`src/verilog/eit_pkg.sv`:
```
// Contract
// - Edge select set: first pin falling edge sets first pending flag.
// - Edge select clear: first pin low level keeps setting first pending flag.
// - Edge select set: second pin falling edge sets second pending flag.
// - Edge select clear: second pin low level keeps setting second pending flag.
// - Gate select on: timer A runs only while first interrupt pin is high.
// - Gate select on: timer B runs only while second interrupt pin is high.
// - Timer A in counter mode counts falling edges of its count pin.
// - Timer B in counter mode counts falling edges of its count pin.
// - Idle halts the core but timers and interrupt logic keep running.
// - Power-down stops the peripheral clock enable; stored state is kept.
// - Power-down is left on a USB wake event or an external interrupt.

`timescale 1ns/100ps

// ********************************************************************
// Shared constants
// ********************************************************************
package eit_pkg;
   localparam int ADDR_W = 6;
   localparam int DATA_W = 32;
   localparam int CNT_W = 16;
   // Byte addresses of the register words.
   localparam logic [5:0] OFS_CTRL = 6'h00;
   localparam logic [5:0] OFS_PEND = 6'h04;
   localparam logic [5:0] OFS_POWER = 6'h08;
   localparam logic [5:0] OFS_TIMER_A = 6'h0c;
   localparam logic [5:0] OFS_TIMER_B = 6'h10;
   localparam logic [5:0] OFS_IRQ_STATUS = 6'h14;
   localparam logic [5:0] OFS_IRQ_CLEAR = 6'h18;
   localparam logic [5:0] OFS_IRQ_ENABLE = 6'h1c;
   // Control word field positions.
   localparam int CTRL_A_EDGE = 0;
   localparam int CTRL_B_EDGE = 1;
   localparam int CTRL_A_GATE = 2;
   localparam int CTRL_B_GATE = 3;
   localparam int CTRL_A_RUN = 4;
   localparam int CTRL_B_RUN = 5;
   localparam int CTRL_A_CNT = 6;
   localparam int CTRL_B_CNT = 7;
   localparam int CTRL_W = 8;
   // Pending and power word field positions.
   localparam int PEND_A = 0;
   localparam int PEND_B = 1;
   localparam int PWR_IDLE = 0;
   localparam int PWR_DOWN = 1;
   // Interrupt status layout.
   localparam int EV_PEND_A = 0;
   localparam int EV_PEND_B = 1;
   localparam int EV_OVF_A = 2;
   localparam int EV_OVF_B = 3;
   localparam int EV_WAKE = 4;
   localparam int EV_W = 5;
   // Reset values.
   localparam logic [7:0] CTRL_RESET = 8'h00;
   localparam logic [4:0] IRQ_EN_RESET = 5'h00;
   localparam logic [15:0] TIMER_RESET = 16'h0000;
   // Core clock cycles per timer tick.
   localparam int TICK_DIV = 4;
endpackage : eit_pkg

// ********************************************************************
// Pin synchroniser with falling edge detection
// ********************************************************************
module eit_pin_sync #(
   parameter int W = 4
) (
   input wire logic ref_clk_i,
   input wire logic reset_i,
   input wire logic [W-1:0] pin_i,
   output logic [W-1:0] level_o,
   output logic [W-1:0] fall_o
);
   logic [W-1:0] meta_reg;
   logic [W-1:0] sync_reg;
   logic [W-1:0] prev_reg;

   // Two stages; only the second stage is read by logic. Idle high.
   always_ff @(posedge ref_clk_i)
   begin
      if (reset_i)
      begin
         meta_reg <= '1;
         sync_reg <= '1;
         prev_reg <= '1;
      end
      else
      begin
         meta_reg <= pin_i;
         sync_reg <= meta_reg;
         prev_reg <= sync_reg;
      end
   end

   // A falling edge is a high sample followed by a low one.
   assign level_o = sync_reg;
   assign fall_o = prev_reg & ~sync_reg;
endmodule : eit_pin_sync

```
`src/verilog/eit_core.sv`:
```
// Chosen here: the Avalon-MM interface to the registers and the register addresses.
`timescale 1ns/100ps
// ********************************************************************
// External interrupt and timer input block
// ********************************************************************
module eit_core #(
   parameter int TICK_DIV = eit_pkg::TICK_DIV
) (
   input wire logic ref_clk_i,
   input wire logic reset_i,
   // Avalon-MM slave.
   input wire logic [eit_pkg::ADDR_W-1:0] avs_address_i,
   input wire logic avs_read_i,
   input wire logic avs_write_i,
   input wire logic [eit_pkg::DATA_W-1:0] avs_writedata_i,
   input wire logic [3:0] avs_byteenable_i,
   output logic [eit_pkg::DATA_W-1:0] avs_readdata_o,
   output logic avs_waitrequest_o,
   // Pins.
   input wire logic ext_irq_a_pin_i,
   input wire logic ext_irq_b_pin_i,
   input wire logic timer_a_count_pin_i,
   input wire logic timer_b_count_pin_i,
   input wire logic usb_wake_event_i,
   // Status to the rest of the device.
   output logic ext_irq_a_pending_o,
   output logic ext_irq_b_pending_o,
   output logic cpu_halt_o,
   output logic periph_clk_en_o,
   output logic irq_o
);
   // ********************************************************************
   // Declarations
   // ********************************************************************
   logic [4:0] pin_level;
   logic [4:0] pin_fall;
   logic [eit_pkg::CTRL_W-1:0] timer_control_reg;
   logic ext_irq_a_pending_reg;
   logic ext_irq_b_pending_reg;
   logic idle_reg;
   logic pdown_reg;
   logic [eit_pkg::CNT_W-1:0] timer_a_reg;
   logic [eit_pkg::CNT_W-1:0] timer_b_reg;
   logic [eit_pkg::EV_W-1:0] irq_status_reg;
   logic [eit_pkg::EV_W-1:0] irq_enable_reg;
   logic [eit_pkg::EV_W-1:0] events;
   logic ack_reg;
   logic [eit_pkg::DATA_W-1:0] readdata_reg;
   logic [7:0] tick_cnt_reg;
   logic tick;
   logic req;
   logic wr_take;
   logic rd_load;
   logic [eit_pkg::DATA_W-1:0] rd_mux;
   logic periph_run;
   logic a_step;
   logic b_step;
   logic a_ovf;
   logic b_ovf;
   logic a_pend_prev_reg;
   logic b_pend_prev_reg;
   logic wake;

   localparam logic [7:0] TICK_LAST = 8'(TICK_DIV - 1);

   // Merges write data into a word under the byte enables.
   function automatic logic [31:0] merge_bytes(input logic [31:0] old_w,
                                               input logic [31:0] new_w,
                                               input logic [3:0] be);
      logic [31:0] res;
      res = old_w;
      for (int i = 0; i < 4; i++)
      begin
         if (be[i])
         begin
            res[8*i +: 8] = new_w[8*i +: 8];
         end
      end
      return res;
   endfunction : merge_bytes

   // Decides whether one timer advances in this cycle.
   function automatic logic timer_step(input logic run, input logic gate,
                                       input logic gate_pin, input logic cnt_mode,
                                       input logic pin_fall_ev, input logic tck);
      logic enabled;
      enabled = run && (!gate || gate_pin);
      return enabled && (cnt_mode ? pin_fall_ev : tck);
   endfunction : timer_step

   // ********************************************************************
   // Pin synchronisers
   // ********************************************************************
   // The USB wake line is treated as asynchronous too, since it comes from
   // the bus clock side of the device.
   eit_pin_sync #(
      .W(5)
   ) u_sync (
      .ref_clk_i(ref_clk_i),
      .reset_i(reset_i),
      .pin_i({usb_wake_event_i, timer_b_count_pin_i, timer_a_count_pin_i,
              ext_irq_b_pin_i, ext_irq_a_pin_i}),
      .level_o(pin_level),
      .fall_o(pin_fall)
   );

   // ********************************************************************
   // Bus slave
   // ********************************************************************
   // One wait cycle: the request is seen, read data is loaded, then
   // waitrequest drops and the access completes at that edge.
   assign req = (avs_read_i || avs_write_i);
   assign avs_waitrequest_o = req && !ack_reg;
   assign wr_take = avs_write_i && ack_reg;
   assign rd_load = avs_read_i && !ack_reg;

   always_ff @(posedge ref_clk_i)
   begin
      if (reset_i)
      begin
         ack_reg <= 1'b0;
      end
      else
      begin
         ack_reg <= req && !ack_reg;
      end
   end

   // Read multiplexer; unmapped and write-only words read as zero.
   always_comb
   begin
      rd_mux = '0;
      unique case (avs_address_i)
         eit_pkg::OFS_CTRL: rd_mux[eit_pkg::CTRL_W-1:0] = timer_control_reg;
         eit_pkg::OFS_PEND:
         begin
            rd_mux[eit_pkg::PEND_A] = ext_irq_a_pending_reg;
            rd_mux[eit_pkg::PEND_B] = ext_irq_b_pending_reg;
         end
         eit_pkg::OFS_POWER:
         begin
            rd_mux[eit_pkg::PWR_IDLE] = idle_reg;
            rd_mux[eit_pkg::PWR_DOWN] = pdown_reg;
         end
         eit_pkg::OFS_TIMER_A: rd_mux[eit_pkg::CNT_W-1:0] = timer_a_reg;
         eit_pkg::OFS_TIMER_B: rd_mux[eit_pkg::CNT_W-1:0] = timer_b_reg;
         eit_pkg::OFS_IRQ_STATUS: rd_mux[eit_pkg::EV_W-1:0] = irq_status_reg;
         eit_pkg::OFS_IRQ_ENABLE: rd_mux[eit_pkg::EV_W-1:0] = irq_enable_reg;
         default: rd_mux = '0;
      endcase
   end

   // Read data is captured in the wait cycle and held until the next read.
   always_ff @(posedge ref_clk_i)
   begin
      if (reset_i)
      begin
         readdata_reg <= '0;
      end
      else if (rd_load)
      begin
         readdata_reg <= rd_mux;
      end
   end
   assign avs_readdata_o = readdata_reg;

   // ********************************************************************
   // Control register
   // ********************************************************************
   always_ff @(posedge ref_clk_i)
   begin
      if (reset_i)
      begin
         timer_control_reg <= eit_pkg::CTRL_RESET;
      end
      else if (wr_take && avs_address_i == eit_pkg::OFS_CTRL && avs_byteenable_i[0])
      begin
         timer_control_reg <= avs_writedata_i[eit_pkg::CTRL_W-1:0];
      end
   end

   // ********************************************************************
   // External interrupt pending flags
   // ********************************************************************
   // Software clears with a one; a pin event in the same cycle wins. In level
   // mode the flag is set again every cycle the pin stays low, so it cannot
   // be cleared until the pin is released.
   always_ff @(posedge ref_clk_i)
   begin
      if (reset_i)
      begin
         ext_irq_a_pending_reg <= 1'b0;
      end
      else if (timer_control_reg[eit_pkg::CTRL_A_EDGE] ? pin_fall[0] : !pin_level[0])
      begin
         ext_irq_a_pending_reg <= 1'b1;
      end
      else if (wr_take && avs_address_i == eit_pkg::OFS_PEND && avs_byteenable_i[0]
               && avs_writedata_i[eit_pkg::PEND_A])
      begin
         ext_irq_a_pending_reg <= 1'b0;
      end
   end

   always_ff @(posedge ref_clk_i)
   begin
      if (reset_i)
      begin
         ext_irq_b_pending_reg <= 1'b0;
      end
      else if (timer_control_reg[eit_pkg::CTRL_B_EDGE] ? pin_fall[1] : !pin_level[1])
      begin
         ext_irq_b_pending_reg <= 1'b1;
      end
      else if (wr_take && avs_address_i == eit_pkg::OFS_PEND && avs_byteenable_i[0]
               && avs_writedata_i[eit_pkg::PEND_B])
      begin
         ext_irq_b_pending_reg <= 1'b0;
      end
   end

   assign ext_irq_a_pending_o = ext_irq_a_pending_reg;
   assign ext_irq_b_pending_o = ext_irq_b_pending_reg;

   // ********************************************************************
   // Power modes
   // ********************************************************************
   // Pin detection keeps running on the core clock in power-down, so that
   // a pending flag can wake the device.
   assign wake = ext_irq_a_pending_reg || ext_irq_b_pending_reg || pin_fall[4];

   always_ff @(posedge ref_clk_i)
   begin
      if (reset_i)
      begin
         pdown_reg <= 1'b0;
      end
      else if (wr_take && avs_address_i == eit_pkg::OFS_POWER && avs_byteenable_i[0]
               && avs_writedata_i[eit_pkg::PWR_DOWN])
      begin
         pdown_reg <= 1'b1;
      end
      else if (wake)
      begin
         pdown_reg <= 1'b0;
      end
   end

   // Idle ends on any enabled interrupt or pending external request.
   always_ff @(posedge ref_clk_i)
   begin
      if (reset_i)
      begin
         idle_reg <= 1'b0;
      end
      else if (wr_take && avs_address_i == eit_pkg::OFS_POWER && avs_byteenable_i[0]
               && avs_writedata_i[eit_pkg::PWR_IDLE])
      begin
         idle_reg <= 1'b1;
      end
      else if (irq_o || wake)
      begin
         idle_reg <= 1'b0;
      end
   end

   assign cpu_halt_o = idle_reg || pdown_reg;
   assign periph_run = !pdown_reg;
   assign periph_clk_en_o = periph_run;

   // ********************************************************************
   // Timers
   // ********************************************************************
   // Tick divider; frozen with the peripheral clock in power-down.
   always_ff @(posedge ref_clk_i)
   begin
      if (reset_i)
      begin
         tick_cnt_reg <= '0;
      end
      else if (periph_run)
      begin
         tick_cnt_reg <= (tick_cnt_reg == TICK_LAST) ? 8'h00 : tick_cnt_reg + 8'h01;
      end
   end
   assign tick = periph_run && (tick_cnt_reg == TICK_LAST);

   // Counter mode takes pin edges only while the peripheral clock runs.
   assign a_step = periph_run && timer_step(timer_control_reg[eit_pkg::CTRL_A_RUN],
      timer_control_reg[eit_pkg::CTRL_A_GATE], pin_level[0],
      timer_control_reg[eit_pkg::CTRL_A_CNT], pin_fall[2], tick);
   assign b_step = periph_run && timer_step(timer_control_reg[eit_pkg::CTRL_B_RUN],
      timer_control_reg[eit_pkg::CTRL_B_GATE], pin_level[1],
      timer_control_reg[eit_pkg::CTRL_B_CNT], pin_fall[3], tick);
   assign a_ovf = a_step && (timer_a_reg == '1);
   assign b_ovf = b_step && (timer_b_reg == '1);

   // A software write to a count wins over a step in the same cycle.
   always_ff @(posedge ref_clk_i)
   begin
      if (reset_i)
      begin
         timer_a_reg <= eit_pkg::TIMER_RESET;
      end
      else if (wr_take && avs_address_i == eit_pkg::OFS_TIMER_A)
      begin
         timer_a_reg <= 16'(merge_bytes({16'h0000, timer_a_reg}, avs_writedata_i,
                                        avs_byteenable_i));
      end
      else if (a_step)
      begin
         timer_a_reg <= timer_a_reg + 16'h0001;
      end
   end

   always_ff @(posedge ref_clk_i)
   begin
      if (reset_i)
      begin
         timer_b_reg <= eit_pkg::TIMER_RESET;
      end
      else if (wr_take && avs_address_i == eit_pkg::OFS_TIMER_B)
      begin
         timer_b_reg <= 16'(merge_bytes({16'h0000, timer_b_reg}, avs_writedata_i,
                                        avs_byteenable_i));
      end
      else if (b_step)
      begin
         timer_b_reg <= timer_b_reg + 16'h0001;
      end
   end

   // ********************************************************************
   // Interrupt status, clear and enable
   // ********************************************************************
   // Pending events are rising edges of the flags, so a level-held pin
   // raises the status bit once rather than every cycle.
   always_ff @(posedge ref_clk_i)
   begin
      if (reset_i)
      begin
         a_pend_prev_reg <= 1'b0;
         b_pend_prev_reg <= 1'b0;
      end
      else
      begin
         a_pend_prev_reg <= ext_irq_a_pending_reg;
         b_pend_prev_reg <= ext_irq_b_pending_reg;
      end
   end

   always_comb
   begin
      events = '0;
      events[eit_pkg::EV_PEND_A] = ext_irq_a_pending_reg && !a_pend_prev_reg;
      events[eit_pkg::EV_PEND_B] = ext_irq_b_pending_reg && !b_pend_prev_reg;
      events[eit_pkg::EV_OVF_A] = a_ovf;
      events[eit_pkg::EV_OVF_B] = b_ovf;
      events[eit_pkg::EV_WAKE] = pdown_reg && wake;
   end

   // A new event in the clearing cycle keeps its bit set.
   always_ff @(posedge ref_clk_i)
   begin
      if (reset_i)
      begin
         irq_status_reg <= '0;
      end
      else if (wr_take && avs_address_i == eit_pkg::OFS_IRQ_CLEAR && avs_byteenable_i[0])
      begin
         irq_status_reg <= (irq_status_reg & ~avs_writedata_i[eit_pkg::EV_W-1:0]) | events;
      end
      else
      begin
         irq_status_reg <= irq_status_reg | events;
      end
   end

   always_ff @(posedge ref_clk_i)
   begin
      if (reset_i)
      begin
         irq_enable_reg <= eit_pkg::IRQ_EN_RESET;
      end
      else if (wr_take && avs_address_i == eit_pkg::OFS_IRQ_ENABLE && avs_byteenable_i[0])
      begin
         irq_enable_reg <= avs_writedata_i[eit_pkg::EV_W-1:0];
      end
   end

   assign irq_o = |(irq_status_reg & irq_enable_reg);
endmodule : eit_core

```
`config.mk`:
```
export PLATFORM = sky130hd
export DESIGN_NAME = eit_core
export DESIGN_NICKNAME = d
export VERILOG_FILES = /design/src/verilog/eit_pkg.sv /design/src/verilog/eit_core.sv
export SDC_FILE = /design/constraint.sdc
export NUM_CORES = 1
export LEC_CHECK = 0
export BUFFER_PORTS_ARGS = -buffer_cell sky130_fd_sc_hd__buf_2
export CELL_PAD_IN_SITES_DETAIL_PLACEMENT = 1
export CELL_PAD_IN_SITES_GLOBAL_PLACEMENT = 2
export CORE_MARGIN = 10
export CORE_UTILIZATION = 34
export CTS_BUF_LIST = sky130_fd_sc_hd__clkbuf_8
export CTS_CLUSTER_DIAMETER = 150
export DETAILED_ROUTE_END_ITERATION = 8
export PLACE_DENSITY = 0.93
export RECOVER_POWER = 50
export SYNTH_ARGS = -nofsm -noshare
export SYNTH_HDL_FRONTEND = slang
export SYNTH_SLANG_ARGS = --single-unit
```
`constraint.sdc`:
```
create_clock -name ref_clk_i -period 2.8 [get_ports ref_clk_i]
set_clock_uncertainty 0.15 [all_clocks]
set_input_delay 0.42 -clock ref_clk_i [delete_from_list [all_inputs] [get_ports ref_clk_i]]
set_output_delay 0.42 -clock ref_clk_i [all_outputs]
set_load 0.005 [all_outputs]
```
-- After elaboration in Yosys (flattened, before gate mapping)
Cells that the tools add are included.
W data, S select, Z words.
- bits in registers: 96
- input port bits: 51
- output and inout port bits: 38
- add/subtract/negate cells: 3
- eq/ne operators: 14
- mux-type cells: 24
- bitwise operators: 7
- reduce and logical (&&, ||, !) cells: 58
- operators with widths (cell ; count):
    $mux W16 ; 4
    $add A16 B1 Y16 const B ; 2
    $eq A16 B16 Y1 const B ; 2
    $logic_and A1 B1 Y1 ; 31
    $eq A6 B5 Y1 const B ; 4
    $mux W8 ; 3
    $pmux W8 S2 ; 1
    $and A5 B5 Y5 ; 3
    $pmux W3 S5 ; 1
    $pmux W2 S7 ; 1
    $eq A6 B4 Y1 const B ; 2
    $mux W1 ; 12
    $reduce_bool A2 Y1 ; 6
    $not A5 Y5 ; 2
    $or A5 B5 Y5 ; 2
    $pmux W3 S3 ; 1
    $add A8 B1 Y8 const B ; 1
    $eq A8 B2 Y1 const B ; 1
    $logic_not A1 Y1 ; 8
    $ne A2 B2 Y1 const B ; 4
    $reduce_and A2 Y1 ; 4
    $logic_or A1 B1 Y1 ; 7
    $eq A6 B3 Y1 const B ; 1
    $logic_not A6 Y1 ; 1
    2 further kinds ; 2

-- Logic depth before layout (Yosys ltp)
Gate-level depths: netlist (run 1).
- word-level depth: 8
- depth in mapped cells: 8
- mapped depth without buffers: 6

-- By module
A second synthesis (run 1) with hierarchy kept.
- cell total of the unflattened synthesis: 597
- area total of the unflattened synthesis: 4823.4 sq um
- modules (own cells, without submodules) (module ; instances ; cells each ; area each (sq um)):
    eit_core ; 1 ; 561 ; 4386.7
    eit_pin_sync ; 1 ; 36 ; 436.7

-- Worst setup path after synthesis (run 1)
Ideal clock, no wire load.
- path type: register -> register
- start: register tick_cnt_reg[0]
- end: register timer_a_reg[10] in the netlist's numbering
- setup time: 0.074 ns
- arrival time: 2.292 ns
- data required time: 2.576 ns
- slack: 0.283 ns
- cell stages (with the launch flop): 8
- path buffers: 1
- clock period less this slack: 2.517 ns
- cell sequence: dfxtp_1 -> ha_1 -> or4b_4 -> o31a_4 -> or3_1 -> buf_2 -> or3_1 -> a31oi_1
- word-level cells in the longest chain between the ends: 7
- ends and longest elaborated chain (element ; RTL line ; text):
    from (decl) ; eit_core.sv:49 ; logic [7:0] tick_cnt_reg;
    from (signal assigned) ; eit_core.sv:283 ; tick_cnt_reg <= (tick_cnt_reg == TICK_LAST) ? 8'h00 : tick_cnt_reg + 8'h01;
    $eq A8 B2 Y1 ; eit_core.sv:286 ; assign tick = periph_run && (tick_cnt_reg == TICK_LAST);
    $logic_and A1 B1 Y1 ; eit_core.sv:286 ;
    $mux W1 ; eit_core.sv:88 ; return enabled && (cnt_mode ? pin_fall_ev : tck);
    $logic_and A1 B1 Y1 ; eit_core.sv:88 ;
    $logic_and A1 B1 Y1 ; eit_core.sv:289 ; assign a_step = periph_run && timer_step(timer_control_reg[eit_pkg::CTRL_A_RUN],
    $reduce_bool A2 Y1 (no line) ; n/a ;
    $reduce_and A2 Y1 (no line) ; n/a ;
    to (signal assigned) ; eit_core.sv:303 ; timer_a_reg <= eit_pkg::TIMER_RESET;
    to (signal assigned) ; eit_core.sv:307 ; timer_a_reg <= 16'(merge_bytes({16'h0000, timer_a_reg}, avs_writedata_i,
    to (signal assigned) ; eit_core.sv:312 ; timer_a_reg <= timer_a_reg + 16'h0001;
    to (decl) ; eit_core.sv:42 ; logic [eit_pkg::CNT_W-1:0] timer_a_reg;
No other way between the ends.
A chain may end at the register's enable or synchronous reset.

-- Final worst setup path (run 1)
Same ends and word-level chain as after synthesis.

==> results.md, run 1 <==
* Status: complete, but fails checks
* Violated checks: max-capacitance violations
* Pwr dens at 461 nW/um^2
* Largest net degree at the start of global routing at 34
* Hold WC Path Type: in2reg
* CTS sink count at 96
* Kind of critical path: reg2reg
* Cell area after layout at 5560 um^2
* Synthesized area at 4880 um^2
* CP Launch Point: tick_cnt_reg[0]$_SDFFE_PP0N_
* RSZ-0062 raised after global routing: false
* Max Root-Sink Buffers at 2
* # setup viols final at 0
* Mapped Cells at 595
* Rel. slew slack at 0.544%
* Clock root buffer: clkbuf_8
* Worst hold path startpoint: ext_irq_b_pin_i
* Final routed DRC violation total at 0
* Fin util at 39.7%
* DR vias at 4893
* Number of CTS-inserted buffers at 9
* GR Util All Layers at 16.5%
* Non-filler instance count after layout at 840
* Peak VDD IR at 0.000190 V
* Crit path launch type: flop
* Final Max Tran Viols at 0
* RR Startpoint: tick_cnt_reg[0]$_SDFFE_PP0N_
* Routed Antenna Nets at 0
* Clock Latency Late Sink at 390 ps
* CP Max Fanout at 9
* Nets at 709
* Cells after DPL at 824
* WHS Path Cells at 2
* Fmax at 382 MHz
* Post-synth EDFFs at 0
* Slew at the pin with the worst max-slew slack at 1490 ps
* Yosys reg bits at 96
* CTS tree: built
* Nature of the critical path endpoint: flop
* Die width at 140 um
* Gr ovfl total at 0
* Die area at 19500 um^2
* Initial Util at 34.9%
* CTS H-tree lvls at 3
* WHS at 64.1 ps
* # rows at 43
* Final Critical Period at 2620 ps
* Clock Pin Slew Worst Setup and Hold Paths at 100 ps
* Routed vias/inst at 5.83
* Port bufs at 54
* Router iterations before antenna repair at 5
* Final HPWL DP at 12600 um
* Most used flip-flop cell after synthesis: dfxtp_1
* Ant diodes at 0
* Core ar. at 14000 um^2
* Max-Cap Viols at 1
* Synth Warn # at 0
* Initial DRC Count at 355
* Global-route wire length before repair at 26700 um
* Req. time, crit path at 2960 ps
* IO Pins at 89
* Register area share after synthesis at 39.4%
* Mean Syn Cell Area at 8.20 um^2
* Worst EP arrival at 2780 ps
* Die height at 140 um
* Wirelength per Cell at 19.7 um
* Vias in the first global route at 4979
* Final Cycle Share at 93.6%
* Post-route setup TNS at 0 ps
* RePlAce Congestion at 0.869
* Fraction of registers with async set/reset at 0%
* Area growth, synth to finish at 13.8%
* Yosys cell types at 59
* R2r worst-path depth at 6
* Routed wire length at 16500 um
* Layout cells sized above 1 at 16.1%
* Initial antenna violation count at 0
* Final Hold Vio Count at 0
* DP Area at 5410 um^2
* Leak at 1.96 nW
==> cells in the final DEF (no fill, tap or decap), drive strengths merged, types with 6 or more instances in the layout <==
| master | n |
|---|---|
| dfxtp | 96 |
| buf | 63 |
| nor2 | 56 |
| nand2 | 48 |
| nand3 | 38 |
| nor3 | 36 |
| a21oi | 33 |
| clkbuf | 29 |
| a221oi | 23 |
| or2 | 17 |
| conb | 16 |
| inv | 15 |
| and3 | 13 |
| o21ai | 13 |
| nor4 | 11 |
| nand2b | 10 |
| nor2b | 10 |
| nand4 | 10 |
| a31oi | 9 |
| xnor2 | 8 |
| or3 | 7 |
| nand3b | 6 |
| a211oi | 6 |
==> timing repair <==
action,in CTS,in global routing
hold buffers,0,0
resized for setup,0,1
endpoints found under the setup margin,0,2
buffers inserted,0,0
==> where the power goes <==
group          total (W)  internal [W]  switching [W]
combinational   0.000223     0.0000808       0.000142
clock           0.000917      0.000407       0.000511
sequential       0.00142       0.00140      0.0000216
total            0.00256       0.00189       0.000674
==> path summary, 6_finish.rpt <==
path,slack [ps],to
setup / recovery,180,timer_a_reg[10]$_SDFFE_PP0P_
setup reg to reg,180,timer_a_reg[10]$_SDFFE_PP0P_
hold reg to reg,270,u_sync.level_o[2]$_SDFF_PP1_
hold / removal,60,u_sync.meta_reg[1]$_SDFF_PP1_
==> cell families (layout without fill, tap and decap cells) <==
kind of cell,count (synthesis),count (layout),share of synthesized area (%)
compound gates,130,130,19.2
xor+xnor,13,13,2.33
fa+ha+maj,3,3,0.769
buf+inv,61,111,6.15
flops,96,96,39.4
mux,9,9,1.97
other cells,1,16,0.0768
simple gates,282,282,30.1
==> layout make-up <==
type                            count  area (um^2)
Fill cell                        1739         8430
Multi-Input combinational cell    453         2720
Sequential cell                    96         1920
Timing Repair Buffer               83          454
Tap cell                          180          225
Clock buffer                        9          124
Clock inverter                      7         66.3
Inverter                           12         45.0
==> metal layers <==
metal	routed length, um	share of wire, %	up-vias	track usage [%]
li1	-	-	2286	-
met1	7130	43	2399	20.3
met2	7990	48	172	27.2
met3	893	5.4	36	2.69
met4	511	3.1	0	7.88
met5	0	0	-	0
==> cells in the mapped netlist (4+ instances only) <==
| master | count | share of area (%) |
|---|---|---|
| nor2_1 | 56 | 4.3 |
| a221oi_1 | 23 | 4.1 |
| mux2_2 | 5 | 1.2 |
| nor4_1 | 11 | 1.4 |
| nor3_1 | 34 | 3.5 |
| o32ai_1 | 4 | 0.72 |
| nor2b_1 | 10 | 1.3 |
| or3_1 | 7 | 0.90 |
| xnor2_1 | 8 | 1.4 |
| a21oi_1 | 33 | 3.4 |
| o22a_1 | 4 | 0.72 |
| o211ai_1 | 4 | 0.62 |
| and2_1 | 5 | 0.64 |
| a31oi_1 | 9 | 1.2 |
| o21bai_1 | 4 | 0.62 |
| nand2_1 | 48 | 3.7 |
| inv_1 | 12 | 0.92 |
| o21ai_0 | 13 | 1.3 |
| and3_1 | 13 | 1.7 |
| a211oi_1 | 6 | 0.92 |
| nand4_1 | 10 | 1.3 |
| a311oi_1 | 5 | 0.90 |
| buf_4 | 16 | 2.5 |
| dfxtp_1 | 96 | 39 |
| a222oi_1 | 4 | 0.82 |
| nand2b_1 | 10 | 1.3 |
| nand3_1 | 38 | 3.9 |
| or2_2 | 17 | 2.2 |
| mux2i_1 | 4 | 0.82 |
| xor2_1 | 5 | 0.90 |
| clkbuf_1 | 27 | 2.1 |
| nand3b_1 | 6 | 0.92 |
==> critical path: stages (launching register included) <==
cell	delay (ps)
dfxtp_1	390
ha_1	190
or4b_4	500
o31a_4	320
or3_4	450
or3_1	350
a31oi_1	170
==> per-stage QoR <==
| step | total power [W] | setup slack, ps |
|---|---|---|
| finish | 0.00256 | 180 |
| global route | 0.00266 | 24.8 |
| CTS | 0.00259 | 81.8 |
| detailed placement | 0.00168 | 126 |
| global placement | 0.00167 | 153 |
| floorplan | 0.00158 | 283 |
Note: power is estimated with default switching activity, not from simulation.
==> run 2, diff against run 1 <==
--- a/config.mk
+++ b/config.mk
@@ -5,7 +5,7 @@
 export SDC_FILE = /design/constraint.sdc
 export NUM_CORES = 1
 export LEC_CHECK = 0
-export BUFFER_PORTS_ARGS = -buffer_cell sky130_fd_sc_hd__buf_2
+export BUFFER_PORTS_ARGS = -buffer_cell sky130_fd_sc_hd__buf_4
 export CELL_PAD_IN_SITES_DETAIL_PLACEMENT = 1
 export CELL_PAD_IN_SITES_GLOBAL_PLACEMENT = 2
 export CORE_MARGIN = 10
==> results.md, run 2 (synthesized netlist as in run 1, its figures left out) <==
* DR vias at 4785 (-2.2%)
* Max-Cap Viols at 1 (unchanged)
* Global-route wire length before repair at 26600 um (-0.18%)
* Max Root-Sink Buffers at 2 (unchanged)
* Combinational share of power at 9.3% (+0.6 points)
* Layout cells sized above 1 at 17.7% (+1.6 points)
* Worst EP arrival at 2780 ps (about the same)
* Final Cycle Share at 95.0% (+1.4 points)
* Hold WC Path Type: in2reg
* Pwr dens at 459 nW/um^2 (-0.45%)
* Die width at 140 um (unchanged)
* Sequential share of power at 54.6% (-0.9 points)
* Rel. slew slack at -21.6% (-22 points)
* Gr ovfl total at 0 (unchanged)
* # setup viols final at 0 (unchanged)
* Router iterations before antenna repair at 5 (unchanged)
* RePlAce Congestion at 0.872 (+0.39%)
* Area growth, synth to finish at 16.2%
* Clock root buffer: clkbuf_8
* DP Area at 5500 um^2 (+1.8%)
* Initial Util at 34.9% (unchanged)
* Clock Pin Slew Worst Setup and Hold Paths at 110 ps (about the same)
* Setup bufs post-CTS at 0 (unchanged)
* # rows at 43 (unchanged)
* Nature of the critical path endpoint: flop
* Kind of critical path: reg2reg
* Leak at 2.00 nW (+2.2%)
* Setup WS pre-CTS at 68.4 ps (-57.8 ps)
* Vias in the first global route at 4875 (-2.1%)
* CTS tree: built
* WHS at 70.4 ps (+6.35 ps)
* Pwr Total at 0.00260 W (+1.6%)
* Largest net degree at the start of global routing at 56 (+65%)
* Final HPWL DP at 12400 um (-1.4%)
* R2r worst-path depth at 6 (unchanged)
* Violated checks: max-capacitance violations, max-slew violations
* RSZ-0062 raised after global routing: false
* Final Critical Period at 2660 ps (+40.0 ps)
* Cts-stage hold buffer count at 0 (unchanged)
* Initial DRC Count at 473 (+33%)
* CTS sink count at 96 (unchanged)
* CP Max Fanout at 9 (unchanged)
* Status: complete, but fails checks
* Sw Share at 26.5% (+0.14 points)
* Core ar. at 14000 um^2 (unchanged)
* Internal at 0.00191 W (+1.4%)
* Post-route setup TNS at 0 ps (unchanged)
* Peak VDD IR at 0.000229 V (+21%)
* Wirelength per Cell at 19.8 um (+0.52%)
* CTS H-tree lvls at 3 (unchanged)
* Port bufs at 54 (unchanged)
* Clock power frac at 36.2% (+0.4 points)
* Final Max Tran Viols at 40 (+40)
* Routed wire length at 16500 um (about the same)
* Clock Latency Late Sink at 380 ps (about the same)
* Routed Antenna Nets at 0 (unchanged)
* Fmax at 376 MHz (-1.5%)
* Slew at the pin with the worst max-slew slack at 1820 ps (+332 ps)
* WHS Path Cells at 2 (unchanged)
* Crit path launch type: flop
* Final routed DRC violation total at 0 (unchanged)
* Setup WS post-layout at 140 ps (-40.0 ps)
* Commonest non-fill, non-tap cell in the layout: dfxtp_1
* Ant diodes at 0 (unchanged)
* Routed vias/inst at 5.73 (-1.6%)
* Most frequent cells in the layout: dfxtp_1 (96), nor2_1 (56), buf_4 (55)
* Nets at 704 (-0.71%)
* Req. time, crit path at 2920 ps (-40 ps)
* Initial antenna violation count at 0 (unchanged)
* Die area at 19500 um^2 (unchanged)
* Switch Pwr at 0.000689 W (+2.1%)
* Cell area after layout at 5670 um^2 (+2.0%)
* IO Pins at 89 (unchanged)
* GR Util All Layers at 16.5% (+0.056 points)
* Final Hold Vio Count at 0 (unchanged)
* Number of CTS-inserted buffers at 9 (unchanged)
* Die height at 140 um (unchanged)
run 2: cell count changes in the layout (fill, tap and decap cells not counted), sizes merged:
| cell | before | now |
|---|---|---|
| buf | 63 | 55 |
| clkbuf | 29 | 32 |
| clkinvlp | 1 | 2 |
| inv | 15 | 14 |
run 2: per-layer routing:
| metal | global-route usage [%] | wire length, um | vias to the layer above |
|---|---|---|---|
| met5 | 0 | 0 | - |
| met4 | 6.68 | 396 | 0 |
| met3 | 2.59 | 713 | 27 |
| met2 | 26.8 | 7950 | 114 |
| met1 | 21.3 | 7450 | 2370 |
| li1 | - | - | 2274 |
run 2: what timing repair did:
item                                    in CTS  in global routing
endpoints found under the setup margin       0                  3
endpoints found under the hold margin        0                  0
gates resized for setup                      0                  1
run 2: power groups by stage:
stage	combinational, W	clock (W)	sequential (W)
global route	0.000266	0.00102	0.00142
finish	0.000241	0.000940	0.00142
detailed placement	0.000247	0	0.00145
global placement	0.000242	0	0.00145
CTS	0.000248	0.000962	0.00142
floorplan	0.000133	0	0.00145
run 2: worst max-delay path, stage by stage (launching register included):
cell	delay (ps)
dfxtp_1	400
ha_1	200
or4b_4	510
o31a_4	330
or3_4	460
or3_1	320
a31oi_1	190
run 2: worst paths after layout:
check / slack (ps) / from / end
max: 140 / tick_cnt_reg[0]$_SDFFE_PP0N_ / timer_a_reg[0]$_SDFFE_PP0P_
min: 70 / ext_irq_a_pin_i / u_sync.meta_reg[0]$_SDFF_PP1_
max reg2reg: 140 / tick_cnt_reg[0]$_SDFFE_PP0N_ / timer_a_reg[0]$_SDFFE_PP0P_
min reg2reg: 270 / u_sync.meta_reg[0]$_SDFF_PP1_ / u_sync.level_o[0]$_SDFF_PP1_
run 2: stage by stage:
step                utilization [%]  std cells
floorplan                         -        610
global placement               39.3        819
detailed placement             39.3        819
CTS                            40.7        835
global route                   40.5        835
finish                         40.5        835
run 2: layout make-up:
cell class / count / area (um^2)
Multi-Input combinational cell: 453 / 2720
Clock buffer: 9 / 124
Fill cell: 1732 / 8320
Inverter: 12 / 45.0
Tap cell: 180 / 225
Sequential cell: 96 / 1920
Clock inverter: 7 / 71.3
Timing Repair Buffer: 78 / 563
==> run 3, diff against run 2 <==
--- a/config.mk
+++ b/config.mk
@@ -8,6 +8,7 @@
 export BUFFER_PORTS_ARGS = -buffer_cell sky130_fd_sc_hd__buf_4
 export CELL_PAD_IN_SITES_DETAIL_PLACEMENT = 1
 export CELL_PAD_IN_SITES_GLOBAL_PLACEMENT = 2
+export CORE_ASPECT_RATIO = 0.8
 export CORE_MARGIN = 10
 export CORE_UTILIZATION = 34
 export CTS_BUF_LIST = sky130_fd_sc_hd__clkbuf_8
==> constraint.sdc (replaced) <==
create_clock -name ref_clk_i -period 2.8 [get_ports ref_clk_i]
set_clock_uncertainty 0.15 [all_clocks]
set_input_delay 0.56 -clock ref_clk_i [delete_from_list [all_inputs] [get_ports ref_clk_i]]
set_output_delay 0.56 -clock ref_clk_i [all_outputs]
set_load 0.005 [all_outputs]
==> results.md, run 3 (synthesized netlist as in run 1, its figures left out) <==
* Status: completed
* Routed Antenna Nets at 0 (unchanged)
* RSZ-0062 raised after global routing: false
* Initial DRC Count at 375 (-21%)
* Most frequent cells in the layout: dfxtp_1 (96), buf_4 (63), nor2_1 (56)
* Commonest non-fill, non-tap cell in the layout: dfxtp_1
* Slowest cell on crit path: or4b_4
* CTS tree: built
* Gr ovfl total at 0 (unchanged)
* Nature of the critical path endpoint: flop
* Cts-stage hold buffer count at 0 (unchanged)
* CTS sink count at 96 (unchanged)
* Fmax at 373 MHz (-0.74%)
* Pwr Total at 0.00264 W (+1.4%)
* Max-Cap Viols at 0 (-1)
* Pwr dens at 457 nW/um^2 (-0.39%)
* Layout cells sized above 1 at 18.9% (+1.2 points)
* Kind of critical path: reg2reg
* Routed wire length at 16900 um (+2.6%)
* Final Hold Vio Count at 0 (unchanged)
* Worst EP arrival at 2850 ps (+70 ps)
* Global-route wire length before repair at 27400 um (+3.0%)
* # rows at 39 (-9.3%)
* Ant diodes at 0 (unchanged)
* CP Max Fanout at 9 (unchanged)
* Leak at 2.05 nW (+2.2%)
* Die width at 154 um (+10%)
* DR top layer: met4
* Initial Util at 34.5% (-0.40 points)
* Vias in the first global route at 5134 (+5.3%)
* Die area at 19600 um^2 (+0.15%)
* RePlAce Congestion at 0.927 (+6.3%)
* WHS at 200 ps (+129 ps)
* Routed vias/inst at 5.74 (+0.11%)
* Slew at the pin with the worst max-slew slack at 907 ps (-917 ps)
* Met3 routed WL at 807 um (+13%)
* CTS H-tree lvls at 3 (unchanged)
* Number of CTS-inserted buffers at 9 (unchanged)
* Non-filler instance count after layout at 851 (+1.9%)
* Largest net degree at the start of global routing at 76 (+36%)
* Rel. slew slack at 39.6% (+61 points)
* Clock Pin Slew Worst Setup and Hold Paths at 100 ps (about the same)
* Final Critical Period at 2680 ps (+19.9 ps)
* Nets at 716 (+1.7%)
* Delay-heaviest family, CP: simple AND/OR/NAND/NOR gates
* Die height at 127 um (-9.0%)
* Crit path launch type: flop
* Critical path cell sequence: ha_1 -> or4b_4 -> clkbuf_1 -> o31a_4 -> or3_4 -> or3_1 -> a31oi_1
* Max Root-Sink Buffers at 2 (unchanged)
* Hold WC Path Type: in2reg
* # setup viols final at 0 (unchanged)
* Final routed DRC violation total at 0 (unchanged)
* Area growth, synth to finish at 18.3%
* Port bufs at 54 (unchanged)
* Peak VDD IR at 0.000230 V (+0.69%)
* Worst path buffer plus inverter count at 1 (+1)
* IO Pins at 89 (unchanged)
* M1 WL at 7610 um (+2.2%)
* Final Cycle Share at 95.7% (+0.71 points)
* DR vias at 4882 (+2.0%)
* GR Util All Layers at 17.1% (+0.53 points)
* Req. time, crit path at 2970 ps (+50 ps)
* Clock root buffer: clkbuf_8
* Final HPWL DP at 13000 um (+4.8%)
* Wirelength per Cell at 19.9 um (+0.68%)
* DR WL met2 at 8220 um (+3.3%)
* Cells after DPL at 835 (+2.0%)
* Initial antenna violation count at 0 (unchanged)
* Clock Latency Late Sink at 390 ps (about the same)
* Router iterations before antenna repair at 6 (+1)
* Core ar. at 14200 um^2 (+1.2%)
* Critical Path Max Stage Delay at 470 ps (-40 ps)
* Final Max Tran Viols at 0 (-100%)
## run 3: cell types whose count changed in the layout (fill, tap and decap cells not counted), sizes merged
cell	delta
clkbuf	+5
inv	-2
buf	+8
clkinv	-1
clkinvlp	+2
## run 3: area by class of cell
type	count	area (um^2)
Sequential cell	96	1920
Tap cell	184	230
Timing Repair Buffer	90	638
Multi-Input combinational cell	453	2730
Fill cell	1736	8380
Inverter	12	45.0
Clock buffer	10	138
Clock inverter	6	68.8
## run 3: worst paths after layout
check / startpoint / end / slack [ps] / cells after the start
max: tick_cnt_reg[0]$_SDFFE_PP0N_ / timer_a_reg[13]$_SDFFE_PP0P_ / 120 / 7
min: ext_irq_b_pin_i / u_sync.meta_reg[1]$_SDFF_PP1_ / 200 / 2
max reg2reg: tick_cnt_reg[0]$_SDFFE_PP0N_ / timer_a_reg[13]$_SDFFE_PP0P_ / 120 / 7
min reg2reg: u_sync.meta_reg[3]$_SDFF_PP1_ / u_sync.level_o[3]$_SDFF_PP1_ / 270 / 1
## run 3: power breakdown
part	total (W)	internal [W]	leakage, nW	switching (W)
Clock	0.000964	0.000438	0.0907	0.000526
Combinational	0.000256	0.000106	1.18	0.000149
Sequential	0.00142	0.00140	0.780	0.0000198
Total	0.00264	0.00194	2.05	0.000695
## run 3: per-layer routing
metal  GRT usage (%)  up-vias
met4            5.60        0
met5               0        -
met3            3.55       21
li1                -     2294
met1            21.6     2439
met2            28.3      128
## run 3: timing repair
| action | 4_1_cts | 5_1_grt |
|---|---|---|
| endpoints found under the setup margin | 7 | 2 |
| buffers inserted | 0 | 0 |
| gates resized for setup | 2 | 1 |
## run 3: stage by stage
step	instance area (um^2)	worst slack (ps)	utilization (%)	setup TNS, ps
after detailed placement	5590	-309	39.5	-691
after global routing	5770	14.7	40.8	0
after floorplan	4940	283	-	0
after global placement	5590	-238	39.5	-341
after CTS	5800	17.4	41.0	0
final	5770	120	40.8	0
## run 3: worst register-to-register path, cell delays in order (launching register included)
cell and delay [ps]:
dfxtp_1 350, ha_1 180, or4b_4 470, clkbuf_1 140, o31a_4 310, or3_4 460
or3_1 370, a31oi_1 170
